$ cat config.mk
export PLATFORM = sky130hd
export DESIGN_NAME = tcs_scheduler
export DESIGN_NICKNAME = d
export VERILOG_FILES = /design/src/tcs_pkg.sv /design/src/tcs_pair_pick.sv /design/src/tcs_cal_task.sv /design/src/tcs_scheduler.sv
export SDC_FILE = /design/constraint.sdc
export NUM_CORES = 1
export LEC_CHECK = 0
export BUFFER_PORTS_ARGS = -buffer_cell sky130_fd_sc_hd__buf_2
export CAP_MARGIN = 20
export CORE_ASPECT_RATIO = 0.9
export CORE_MARGIN = 4
export CORE_UTILIZATION = 30
export DETAILED_ROUTE_END_ITERATION = 10
export REMOVE_ABC_BUFFERS = 1
export SYNTH_ARGS = -nofsm -noshare
export SYNTH_HDL_FRONTEND = slang
export SYNTH_HIERARCHICAL = 1
export SYNTH_SLANG_ARGS = --single-unit
export TNS_END_PERCENT = 50
$ cat constraint.sdc
create_clock -name clk -period 6.52 [get_ports clk]
set_input_delay 0.652 -clock clk [delete_from_list [all_inputs] [get_ports clk]]
set_output_delay 0.652 -clock clk [all_outputs]
set_load 0.05 [all_outputs]
$ cat src/tcs_pkg.sv
package tcs_pkg;
    // Task set and grouping
    localparam int NTASK = 8;
    localparam int NGRP = 4;
    localparam logic [2:0] TSK_RX1 = 3'h0;
    localparam logic [2:0] TSK_RX2 = 3'h1;
    localparam logic [2:0] TSK_OBS1 = 3'h2;
    localparam logic [2:0] TSK_OBS2 = 3'h3;
    localparam logic [2:0] TSK_TX1_LEAK = 3'h4;
    localparam logic [2:0] TSK_TX2_LEAK = 3'h5;
    localparam logic [2:0] TSK_TX1_QC = 3'h6;
    localparam logic [2:0] TSK_TX2_QC = 3'h7;
    localparam logic [1:0] GRP_RX = 2'h0;
    localparam logic [1:0] GRP_OBS = 2'h1;
    localparam logic [1:0] GRP_TX_LEAK = 2'h2;
    localparam logic [1:0] GRP_TX_QC = 2'h3;
    // Slot 0 is priority 1
    localparam logic [7:0] PRIO_SEQ = {GRP_RX, GRP_OBS, GRP_TX_QC, GRP_TX_LEAK};
    // Controller state codes
    localparam logic [2:0] CODE_PWRUP = 3'h0;
    localparam logic [2:0] CODE_READY = 3'h1;
    localparam logic [2:0] CODE_OFF = 3'h2;
    localparam logic [2:0] CODE_ON = 3'h3;
    localparam logic [2:0] CODE_FAULT = 3'h4;
    // Outstanding flag layout
    localparam int FLAG_PEND_OFS = 0;
    localparam int FLAG_ERR_OFS = 1;
    localparam int FLAG_STRIDE = 2;
    // Timing
    localparam int CLK_MHZ = 40;
    localparam int BATCH_US = 800;
    localparam int TASK_PERIOD_US = 10000;
    localparam int BATCH_CNT_W = 16;
    localparam int PERIOD_W = 24;
    localparam int NBAT_W = 5;
    localparam logic [NBAT_W-1:0] BATCHES_NEEDED = 5'h10;

    typedef enum logic [2:0] {ST_PWRUP, ST_READY, ST_OFF, ST_ON, ST_FAULT} tcs_ctl_t;
    typedef enum logic [1:0] {SCH_IDLE, SCH_BATCH, SCH_CORR} tcs_sch_t;

    typedef struct packed {
        logic [1:0] rx_en;
        logic [1:0] tx_en;
        logic [1:0] observation_receiver_en;
        logic observation_receiver_lent;
    } tcs_paths_t;

    typedef struct packed {
        logic done;
        logic ok;
    } tcs_corr_t;

    typedef struct packed {
        logic [PERIOD_W-1:0] tmr;
        logic [NBAT_W-1:0] nbat;
        logic pend;
        logic err;
    } tcs_task_st_t;

    typedef struct packed {
        tcs_ctl_t ctl;
        tcs_sch_t sch;
        logic [NTASK-1:0] mask;
        logic [2:0] task_id;
        logic [BATCH_CNT_W-1:0] bcnt;
        logic [NGRP-1:0] favor;
        logic [31:0] flags;
        logic [2:0] code;
        logic act;
        logic corr_req;
        logic refused;
        logic discarded;
    } tcs_top_st_t;
endpackage : tcs_pkg

$ cat src/tcs_pair_pick.sv
`timescale 1ns/1ps
module tcs_pair_pick (
    // Two equal-priority candidates
    input wire logic [1:0] cand,
    input wire logic favor_b,
    // Choice
    output logic valid,
    output logic sel
);
    always_comb begin
        valid = |cand;
        sel = cand[1] & (~cand[0] | favor_b); // RQ11
    end
endmodule : tcs_pair_pick

$ cat src/tcs_cal_task.sv
`timescale 1ns/1ps
module tcs_cal_task #(
    parameter int PERIOD_CYCLES = tcs_pkg::TASK_PERIOD_US * tcs_pkg::CLK_MHZ
) (
    // Clock and reset
    input wire logic clk,
    input wire logic rst,
    // Control
    input wire logic enable,
    input wire logic batch_done,
    input wire logic corr_done,
    input wire logic corr_ok,
    // Status
    output logic pending,
    output logic error,
    output logic enough
);
    import tcs_pkg::*;

    localparam logic [PERIOD_W-1:0] TMR_LAST = PERIOD_W'(PERIOD_CYCLES - 1);

    tcs_task_st_t st_ff;
    tcs_task_st_t nxt_st;

    always_comb begin
        nxt_st = st_ff;
        if (!enable) begin
            // Deselected or radio off: timer and partial data dropped
            nxt_st.tmr = '0;
            nxt_st.nbat = '0;
            nxt_st.pend = 1'b0;
        end else begin
            if (corr_done) begin
                nxt_st.nbat = '0;
                nxt_st.pend = 1'b0; // RQ15
                nxt_st.err = ~corr_ok; // RQ21
            end else if (batch_done && st_ff.nbat != BATCHES_NEEDED) begin
                nxt_st.nbat = st_ff.nbat + 1'b1;
            end
            // Period runs from the last correction
            if (!st_ff.pend) begin
                if (st_ff.tmr == TMR_LAST) begin
                    nxt_st.tmr = '0;
                    nxt_st.pend = 1'b1; // RQ8
                end else begin
                    nxt_st.tmr = st_ff.tmr + 1'b1;
                end
            end
        end
    end

    always_ff @(posedge clk) begin
        if (rst) begin
            st_ff <= '0;
        end else begin
            st_ff <= nxt_st;
        end
    end

    always_comb begin
        pending = st_ff.pend;
        error = st_ff.err;
        enough = st_ff.nbat == BATCHES_NEEDED;
    end
endmodule : tcs_cal_task

$ cat src/tcs_scheduler.sv
// What this block does
// RQ1: Receive tasks run only with chain enabled.
// RQ2: Transmit tasks also need lent observation path.
// RQ3: After init, controller settles in radio off.
// RQ4: Radio off: scheduler idle, chains powered down.
// RQ5: Radio on: scheduler active, chains available.
// RQ6: State code 0..3; above 3 means error.
// RQ7: Radio on starts one task per mask bit.
// RQ8: Task timer expiry sets its pending flag.
// RQ9: Flag pairs: pending even, error odd bits.
// RQ10: Lowest priority number wins among runnable.
// RQ11: Equal priority: earliest completed task first.
// RQ12: Skip tasks lacking paths; take next runnable.
// RQ13: Selected task observes one 800 us batch.
// RQ14: Re-arbitrate after every batch.
// RQ15: Enough batches: correct, then clear pending.
// RQ16: Disrupted batch is discarded without effect.
// RQ17: Host lends path in 800 us multiples.
// RQ18: Host lends path 400 ms every 2 s.
// RQ19: Device never seizes the observation path.
// RQ20: Mask changes refused while radio on.
// RQ21: Upper flag bits zero; failed correction sets error.
`timescale 1ns/1ps
module tcs_scheduler #(
    parameter int BATCH_CYCLES = tcs_pkg::BATCH_US * tcs_pkg::CLK_MHZ,
    parameter int TASK_PERIOD_CYCLES = tcs_pkg::TASK_PERIOD_US * tcs_pkg::CLK_MHZ
) (
    // Clock and reset
    input wire logic clk,
    input wire logic rst,
    // Controller sequencing
    input wire logic boot_done,
    input wire logic init_done,
    input wire logic cfg_fault,
    input wire logic radio_on_req,
    input wire logic radio_off_req,
    // Tracking selection
    input wire logic mask_wr,
    input wire logic [tcs_pkg::NTASK-1:0] mask_wdata,
    // Path availability from host
    input tcs_pkg::tcs_paths_t paths,
    // Correction engine
    output logic corr_req,
    output logic [2:0] corr_task,
    input tcs_pkg::tcs_corr_t corr_rsp,
    // Status
    output logic [2:0] controller_state_code,
    output logic [tcs_pkg::NTASK-1:0] tracking_select_mask,
    output logic [31:0] outstanding_task_flags,
    output logic scheduler_active,
    output logic chains_powered,
    output logic batch_active,
    output logic [2:0] batch_task,
    output logic mask_write_refused,
    output logic batch_discarded
);
    import tcs_pkg::*;

    localparam logic [BATCH_CNT_W-1:0] BATCH_LAST = BATCH_CNT_W'(BATCH_CYCLES - 1);

    tcs_top_st_t st_ff;
    tcs_top_st_t nxt_st;

    logic on_st;
    logic [NTASK-1:0] path_ok;
    logic [NTASK-1:0] pend;
    logic [NTASK-1:0] err;
    logic [NTASK-1:0] enough;
    logic [NTASK-1:0] cand;
    logic [NTASK-1:0] t_batch_done;
    logic [NTASK-1:0] t_corr_done;
    logic [NGRP-1:0] gv;
    logic [NGRP-1:0] gsel;
    logic bdone;
    logic pick_ok;
    logic [2:0] pick_id;
    logic corr_ok_any;
    logic [2:0] corr_id;

    assign on_st = st_ff.ctl == ST_ON;

    // Paths each task needs; transmit tasks take the observation path only when lent, observation tasks when it is enabled
    always_comb begin
        path_ok[TSK_RX1] = paths.rx_en[0]; // RQ1
        path_ok[TSK_RX2] = paths.rx_en[1]; // RQ1
        path_ok[TSK_OBS1] = paths.observation_receiver_en[0];
        path_ok[TSK_OBS2] = paths.observation_receiver_en[1];
        path_ok[TSK_TX1_LEAK] = paths.tx_en[0] & paths.observation_receiver_lent; // RQ2
        path_ok[TSK_TX2_LEAK] = paths.tx_en[1] & paths.observation_receiver_lent; // RQ2
        path_ok[TSK_TX1_QC] = paths.tx_en[0] & paths.observation_receiver_lent; // RQ19
        path_ok[TSK_TX2_QC] = paths.tx_en[1] & paths.observation_receiver_lent; // RQ19
    end

    // Tasks with full data go to correction, not to another batch
    assign cand = pend & path_ok & ~enough; // RQ12

    assign bdone = st_ff.sch == SCH_BATCH && st_ff.bcnt == BATCH_LAST && on_st
        && path_ok[st_ff.task_id] && pend[st_ff.task_id]; // RQ13

    genvar gi;
    generate
        for (gi = 0; gi < NTASK; gi++) begin : g_task
            assign t_batch_done[gi] = bdone && st_ff.task_id == 3'(gi);
            assign t_corr_done[gi] = corr_rsp.done && st_ff.sch == SCH_CORR
                && st_ff.task_id == 3'(gi) && on_st;
            tcs_cal_task #(
                .PERIOD_CYCLES(TASK_PERIOD_CYCLES)
            ) u_task (
                .clk(clk),
                .rst(rst),
                .enable(st_ff.mask[gi] & on_st), // RQ7
                .batch_done(t_batch_done[gi]),
                .corr_done(t_corr_done[gi]),
                .corr_ok(corr_rsp.ok),
                .pending(pend[gi]),
                .error(err[gi]),
                .enough(enough[gi])
            );
        end
        for (gi = 0; gi < NGRP; gi++) begin : g_grp
            tcs_pair_pick u_pick (
                .cand(cand[FLAG_STRIDE*gi +: FLAG_STRIDE]),
                .favor_b(st_ff.favor[gi]),
                .valid(gv[gi]),
                .sel(gsel[gi])
            );
        end
    endgenerate

    // Priority walk, slot 0 first
    always_comb begin
        logic [1:0] g;
        g = '0;
        pick_ok = 1'b0;
        pick_id = '0;
        for (int p = 0; p < NGRP; p++) begin
            g = PRIO_SEQ[2*p +: 2];
            if (!pick_ok && gv[g]) begin
                pick_ok = 1'b1; // RQ10
                pick_id = {g, gsel[g]};
            end
        end
    end

    // Task ready for its correction
    always_comb begin
        corr_ok_any = 1'b0;
        corr_id = '0;
        for (int i = 0; i < NTASK; i++) begin
            if (!corr_ok_any && pend[i] && enough[i]) begin
                corr_ok_any = 1'b1;
                corr_id = 3'(i);
            end
        end
    end

    always_comb begin
        nxt_st = st_ff;
        nxt_st.corr_req = 1'b0;
        nxt_st.refused = 1'b0;
        nxt_st.discarded = 1'b0;

        // Controller states
        unique case (st_ff.ctl)
            ST_PWRUP: begin
                if (boot_done) begin
                    nxt_st.ctl = ST_READY;
                end
            end
            ST_READY: begin
                if (init_done) begin
                    nxt_st.ctl = ST_OFF; // RQ3
                end
            end
            ST_OFF: begin
                if (radio_on_req) begin
                    nxt_st.ctl = ST_ON; // RQ5
                end
            end
            ST_ON: begin
                if (radio_off_req) begin
                    nxt_st.ctl = ST_OFF; // RQ4
                end
            end
            ST_FAULT: begin
                nxt_st.ctl = ST_FAULT;
            end
            default: begin
                nxt_st.ctl = ST_FAULT;
            end
        endcase
        // Fault is only left through reset
        if (cfg_fault) begin
            nxt_st.ctl = ST_FAULT;
        end

        // Mask only changes outside traffic
        if (mask_wr) begin
            if (st_ff.ctl == ST_ON || st_ff.ctl == ST_FAULT) begin
                nxt_st.refused = 1'b1; // RQ20
            end else begin
                nxt_st.mask = mask_wdata;
            end
        end

        // Scheduler
        unique case (st_ff.sch)
            SCH_IDLE: begin
                // Nothing starts in a cycle that leaves radio on
                if (nxt_st.ctl == ST_ON && corr_ok_any) begin
                    nxt_st.sch = SCH_CORR; // RQ15
                    nxt_st.task_id = corr_id;
                    nxt_st.corr_req = 1'b1;
                end else if (nxt_st.ctl == ST_ON && pick_ok) begin
                    nxt_st.sch = SCH_BATCH; // RQ14
                    nxt_st.task_id = pick_id;
                    nxt_st.bcnt = '0;
                end
            end
            SCH_BATCH: begin
                if (!on_st || !path_ok[st_ff.task_id] || !pend[st_ff.task_id]) begin
                    // Partial observation dropped; the task just waits
                    nxt_st.sch = SCH_IDLE; // RQ16
                    nxt_st.discarded = 1'b1;
                end else if (st_ff.bcnt == BATCH_LAST) begin
                    nxt_st.sch = SCH_IDLE; // RQ14
                end else begin
                    nxt_st.bcnt = st_ff.bcnt + 1'b1;
                end
            end
            SCH_CORR: begin
                if (!on_st) begin
                    nxt_st.sch = SCH_IDLE;
                end else if (corr_rsp.done) begin
                    nxt_st.sch = SCH_IDLE;
                    // Sibling now completed less recently, so it goes first
                    nxt_st.favor[st_ff.task_id[2:1]] = ~st_ff.task_id[0]; // RQ11
                end
            end
            default: begin
                nxt_st.sch = SCH_IDLE;
            end
        endcase
        if (nxt_st.ctl != ST_ON && st_ff.sch == SCH_BATCH) begin
            nxt_st.sch = SCH_IDLE;
            nxt_st.discarded = 1'b1; // RQ16
        end

        // Readable flags
        nxt_st.flags = '0; // RQ21
        for (int i = 0; i < NTASK; i++) begin
            nxt_st.flags[FLAG_STRIDE*i + FLAG_PEND_OFS] = pend[i]; // RQ9
            nxt_st.flags[FLAG_STRIDE*i + FLAG_ERR_OFS] = err[i]; // RQ9
        end

        unique case (nxt_st.ctl)
            ST_PWRUP: nxt_st.code = CODE_PWRUP; // RQ6
            ST_READY: nxt_st.code = CODE_READY;
            ST_OFF: nxt_st.code = CODE_OFF;
            ST_ON: nxt_st.code = CODE_ON;
            default: nxt_st.code = CODE_FAULT; // RQ6
        endcase
        nxt_st.act = nxt_st.ctl == ST_ON; // RQ5
    end

    always_ff @(posedge clk) begin
        if (rst) begin
            st_ff <= '0;
        end else begin
            st_ff <= nxt_st;
        end
    end

    always_comb begin
        controller_state_code = st_ff.code;
        tracking_select_mask = st_ff.mask;
        outstanding_task_flags = st_ff.flags;
        scheduler_active = st_ff.act; // RQ4
        chains_powered = st_ff.act; // RQ4
        batch_active = st_ff.sch == SCH_BATCH;
        batch_task = st_ff.task_id;
        corr_req = st_ff.corr_req;
        corr_task = st_ff.task_id;
        mask_write_refused = st_ff.refused;
        batch_discarded = st_ff.discarded;
    end

    // Independent batch length counter
    logic [BATCH_CNT_W-1:0] chk_cnt_ff;
    always_ff @(posedge clk) begin
        if (rst || st_ff.sch != SCH_BATCH) begin
            chk_cnt_ff <= '0;
        end else begin
            chk_cnt_ff <= chk_cnt_ff + 1'b1;
        end
    end
endmodule : tcs_scheduler

* Yosys cells after proc, flatten, opt, wreduce, memory -nomap -nowiden
Cells that the tools add are included.
** Word-level totals
- Register bits after elaboration :: 323
- Word-level logic and storage cells :: 356
- Output and inout bits :: 55
** Cells by class
- Eq/ne operators :: 49
- Reductions and logical operators :: 117
- Bitwise gates (word level) :: 38
- Add/sub/neg operators :: 17
- $lt $le $gt $ge :: 3
- Multiplexer cells :: 87
** Operator list (count)
- 24-bit by 1-bit adder with 24-bit output, second input constant :: 8
- 24-bit by 19-bit equality test with 1-bit output, second input constant :: 8
- 24-bit 2-to-1 mux :: 8
- 1-bit logical AND :: 59
- 16-bit 2-to-1 mux :: 3
- 3-bit 2-to-1 mux :: 16
- 5-bit by 1-bit adder with 5-bit output, second input constant :: 8
- 5-bit equality test, second input constant :: 8
- 5-bit != test, second input constant :: 8
- 1-bit 2-to-1 mux :: 37
- 16-bit case mux with 2 select lines :: 1
- 2-bit OR reduction :: 15
- 2-bit 2-to-1 mux :: 14
- 3-bit case mux with 4 select lines :: 2
- 3-bit OR reduction :: 8
- 2-bit AND reduction :: 10
- 19-bit 2-to-1 mux :: 1
- 3-bit by 2-bit equality test with 1-bit output, second input constant :: 6
- 1-bit inverter :: 17
- 16-bit by 1-bit adder with 16-bit output, second input constant :: 1
- 8-bit bitwise AND :: 2
- 16-bit by 15-bit equality test with 1-bit output, second input constant :: 1
- 3-bit equality test, second input constant :: 5
- 1-bit bitwise AND :: 14
- other kinds (23) :: 51

* Longest topological paths before layout
- Depth after elaboration :: 34
- Depth in mapped cells :: 12
- Depth with buffers taken out :: 11

* Hierarchy
The synthesis kept the hierarchy.
** By module, submodules not included
- tcs_cal_task :: sequential area each 620.6 µm², times used 8, area each 1505.2 µm², cells each 169
- tcs_scheduler :: sequential area each 1181.1 µm², times used 1, area each 3254.4 µm², cells each 404
- tcs_pair_pick :: sequential area each 0.0 µm², times used 4, area each 17.5 µm², cells each 3

* Least setup slack after synthesis
OpenSTA, ideal clock, no wires.
- Path kind :: input -> register
- From :: input paths[3] (netlist name)
- To :: register g_task[0].u_task/st_ff[5] (netlist name)
- Setup slack :: 4161 ps
- Buffers on the path :: 0
- Arrival :: 2245 ps
- Cell stages on the path :: 9
- Data required time :: 6406 ps
- Cells stage by stage :: nand3b_1 o221ai_4 o211ai_1 nor3_1 nand2_1 nor3_1 nand4_1 xor2_1 nor2_1
** Between the ends
- Word-level cells in the longest chain between the ends :: 7
** Ends and longest elaborated chain
- from (decl) :: line tcs_scheduler.sv:41 : input tcs_pkg::tcs_paths_t paths,
- 1-bit bitwise AND :: line tcs_scheduler.sv:88, tcs_scheduler.sv:90
- 1-bit binary-select mux with 3-bit select :: line tcs_scheduler.sv:98 : && path_ok[st_ff.task_id] && pend[st_ff.task_id];
- 1-bit 2-to-1 mux (implied by the code) :: line tcs_scheduler.sv:98
- 1-bit logical AND (2 in series) :: line tcs_scheduler.sv:98
- 1-bit logical AND :: line tcs_scheduler.sv:103 : assign t_batch_done[gi] = bdone && st_ff.task_id == 3'(gi);
- net t_batch_done[0] :: line tcs_scheduler.sv:70 : logic [NTASK-1:0] t_batch_done;
- 1-bit logical AND :: line tcs_cal_task.sv:37 : end else if (batch_done && st_ff.nbat != BATCHES_NEEDED) begin
- to (signal assigned) :: line tcs_cal_task.sv:56 : st_ff <= nxt_st;
- to (decl) :: line tcs_cal_task.sv:22 : tcs_task_st_t st_ff;
The timed path passes the listed nets, and every way through them passes these cells. The select of a mux whose other input is x is not followed.
A chain may end at the register's enable or synchronous reset.

==> flow_summary_export.csv <==
group,metric,value,unit
grt,overflow,0,
route,wl_per_cell,14.46,um
placed_design,hpwl,25710,um
critical_path,arrival,3.72,ns
synthesis,synthArstFlopShare,0,%
power_and_ir_drop,peakVddDrop,0.0001998,V
grt,grt_max_degree,52,
cts,cts_made_buffers,38,
placed_design,port_buffers,63,
critical_path,crit_chain,"inv_1 -> ha_1 -> nand4bb_1 -> inv_1 -> nor3b_1 -> or2_1 -> nor4_1 -> nor2_1 -> a22oi_1 -> nand2_1 -> a31oi_1",
sta,fin_crit,3.249,ns
floorplanning,fp-row-count,78,
critical_path,critical_path.most_common_cell,"inv_1",
floorplanning,dieArea,54910,um2
sta,rsz0062_at_grt,"no",
status,outcome,"complete, no violations",
route,vias,12860,
finish,final_nets,1845,
synthesis,synth-compound-area-share,13.28,%
floorplanning,coreArea,50550,um2
finish,fill_cells,5241,
synthesis,synth_xor_xnor_area_share,6.840,%
route,ant_nets,0,
synthesis,synth_top_family_by_area,"simple AND/OR/NAND/NOR gates",
cts,post_cts_resized,0,
floorplanning,start_util,30.40,%
route,first_pass_iters,5,
synthesis,syn_avg_cell_area,8.691,um2
floorplanning,num_io_pins,80,
sta,hold_violations,0,
sta,fin_setup_tns,0,ns
grt,antenna_found_initial,3,
cts,cts-htree-levels,2,
sta,max_freq,307.8,MHz
sta,layout_setup_ws,3.271,ns
critical_path,start_kind,"flop",
sta,setup_viol,0,
finish,final_common_cell,"dfxtp_1",
sta,clock_skew,0.01882,ns
synthesis,synth_edf_count,0,
critical_path,critPathKind,"reg2reg",
sta,fin_crit_sh,49.84,%
synthesis,synthesis.instances,1768,
synthesis,synth_mux_area_share,0.7166,%
synthesis,synth.ff_latch_count,307,
floorplanning,die_w,246.6,um
cts,cts.sinks,307,
synthesis,ys_seq_area_share,40.00,%
finish,syn2layout_area_growth,13.18,%
route,drtIter0Drc,763,
route,drc_errors,0,
critical_path,endpoint_kind,"flop",
critical_path,crit_family,"simple AND/OR/NAND/NOR gates",
critical_path,cp_num_buf_inv,2,
route,vias_per_cell,5.139,
floorplanning,die_h,222.7,um
sta,tightest_slew,0.8843,ns
sta,drv_slew,0,
synthesis,synth_simple_gate_area_share,31.67,%
cts,clkTransAtPathRegs,0.06,ns
grt,grt_pass1_wl,59310,um
cts,cts_hold_buf,0,
cts,cts_tree,"built",
finish,drive_gt1_share,12.67,%
placed_design,place.gp.congestion,0.8320,
synthesis,synthFlopType,"dfxtp_1",
worst_hold_path,hold_class,"in2reg",
critical_path,critical_path_required,6.99,ns
placed_design,dp_slack,3.346,ns
power_and_ir_drop,p_leak,0.005622,uW
critical_path,cpPeakStageDelay,0.64,ns
synthesis,yosysWarnings,6,
cts,cts_setup_buffers,0,
finish,layout_common_cells,"dfxtp_1, nor2_1, nand2_1",
critical_path,worst_path_max_delay_cell,"a22oi_1",
cts,ctsRootBufferMaster,"clkbuf_16",
cts,cts_buffer_depth,3,
synthesis,synth_cell_type_count,72,
sta,max-slew-margin-rel,40.83,%
synthesis,synth_fa_ha_area_share,2.036,%
route,drt_wl_total,36210,um
grt,first_global_vias,11990,
synthesis,synth.cell_area,15370,um2
run,max-cap-violations,0,
critical_path,crit_fanout,11,
power_and_ir_drop,powerDensity,249.4,nW/um2
grt,grt_use_total,12.71,%
finish,antenna_cells,0,
cts,clkLatencyLatePin,0.55,ns
-- final cells by class --
cell class                      count  area, um2  share of cell area, %
Inverter                           55      206.4                  1.187
Tap cell                          680      850.8                  4.892
Clock buffer                       48       1040                  5.978
Multi-Input combinational cell   1329       8442                  48.54
Clock inverter                     20      384.1                  2.209
Timing Repair Buffer               64      322.8                  1.856
Sequential cell                   307       6146                  35.34
-- metal layers --
metal | vias to the layer above | wire length [um] | global-route usage [%]
li1 | 6459 | - | -
met5 | - | 28 | 0
met3 | 72 | 1829 | 2.546
met1 | 6070 | 17210 | 17.17
met2 | 259 | 16150 | 20.06
met4 | 4 | 995 | 4.684
-- sequential cells by signal, indices dropped and copies added (netlist names), 3 cells and up --
register / flops
g_task.u_task/st_ff: 232
st_ff: 25
g_task.u_task/error: 8
batch_task: 3
g_task.u_task/pending: 8
controller_state_code: 3
tracking_select_mask: 8
outstanding_task_flags: 16
-- cells in the mapped netlist, drive strengths merged, types with 9 or more instances --
cell type | n | area share (%)
a21oi | 122 | 4.0
a311oi | 16 | 0.91
a31oi | 22 | 0.90
and2 | 20 | 0.88
and3 | 28 | 1.3
and4 | 19 | 1.1
and4b | 16 | 1.2
buf | 80 | 3.8
clkbuf | 12 | 0.32
dfxtp | 307 | 40
ha | 25 | 2.0
inv | 55 | 1.3
mux2i | 11 | 0.72
nand2 | 135 | 3.3
nand2b | 13 | 0.53
nand3 | 111 | 3.6
nand4 | 72 | 3.7
nand4b | 11 | 0.63
nand4bb | 9 | 0.66
nor2 | 169 | 4.2
nor2b | 27 | 1.1
nor3 | 37 | 1.2
nor4 | 30 | 1.2
nor4b | 17 | 0.97
o21a | 9 | 0.44
o21ai | 56 | 1.8
o22ai | 9 | 0.37
o31ai | 33 | 1.6
or2 | 14 | 0.57
or3 | 42 | 1.8
or4 | 33 | 1.6
or4b | 9 | 0.59
xnor2 | 40 | 2.3
xor2 | 80 | 4.6
-- path summary, 6_finish.rpt --
kind	cells past startpoint	slack [ns]	endpoint	startpoint
worst max-delay path	11	3.27	st_ff[45]	g_task[5].u_task/st_ff[2]
worst min-delay path	3	0.35	tracking_select_mask[5]	mask_wdata[5]
worst max register to register	11	3.27	st_ff[45]	g_task[5].u_task/st_ff[2]
worst min register to register	1	0.47	outstanding_task_flags[9]	g_task[4].u_task/error
-- where the power goes --
group	leakage, uW	internal, uW	switching [uW]
combinational	0.00246	13.8	61.2
clock	0.000690	1530	843
sequential	0.00247	1880	5.58
-- kinds of logic after synthesis --
family                     count (synthesis)
adders and majority gates                 25
other                                      1
DFF                                      307
AOI/OAI and AO/OA                        318
muxes                                     11
xor gates and xnor gates                 120
buffers and inverters                    147
and+or+nand+nor                          839
-- metrics by stage --
step	total power (uW)	hold WS, ns	util (%)	area [um2]	cells
2_1_floorplan	1970	0.4373	-	14790	1691
3_3_place_gp	2002	0.4563	31.59	15970	2435
3_5_place_dp	2003	0.4667	31.59	15970	2435
4_1_cts	4409	0.3233	34.40	17390	2503
5_1_grt	4485	0.3337	34.40	17390	2503
6_report	4338	0.3508	34.40	17390	2503
-- worst register-to-register path: stages (launching register included) --
cell	delay, ns
dfxtp_1	0.32
inv_1	0.09
ha_1	0.16
nand4bb_1	0.20
inv_1	0.17
nor3b_1	0.08
or2_1	0.29
nor4_1	0.47
nor2_1	0.12
a22oi_1	0.64
nand2_1	0.38
a31oi_1	0.25
Power figures use the tool's default switching activity.
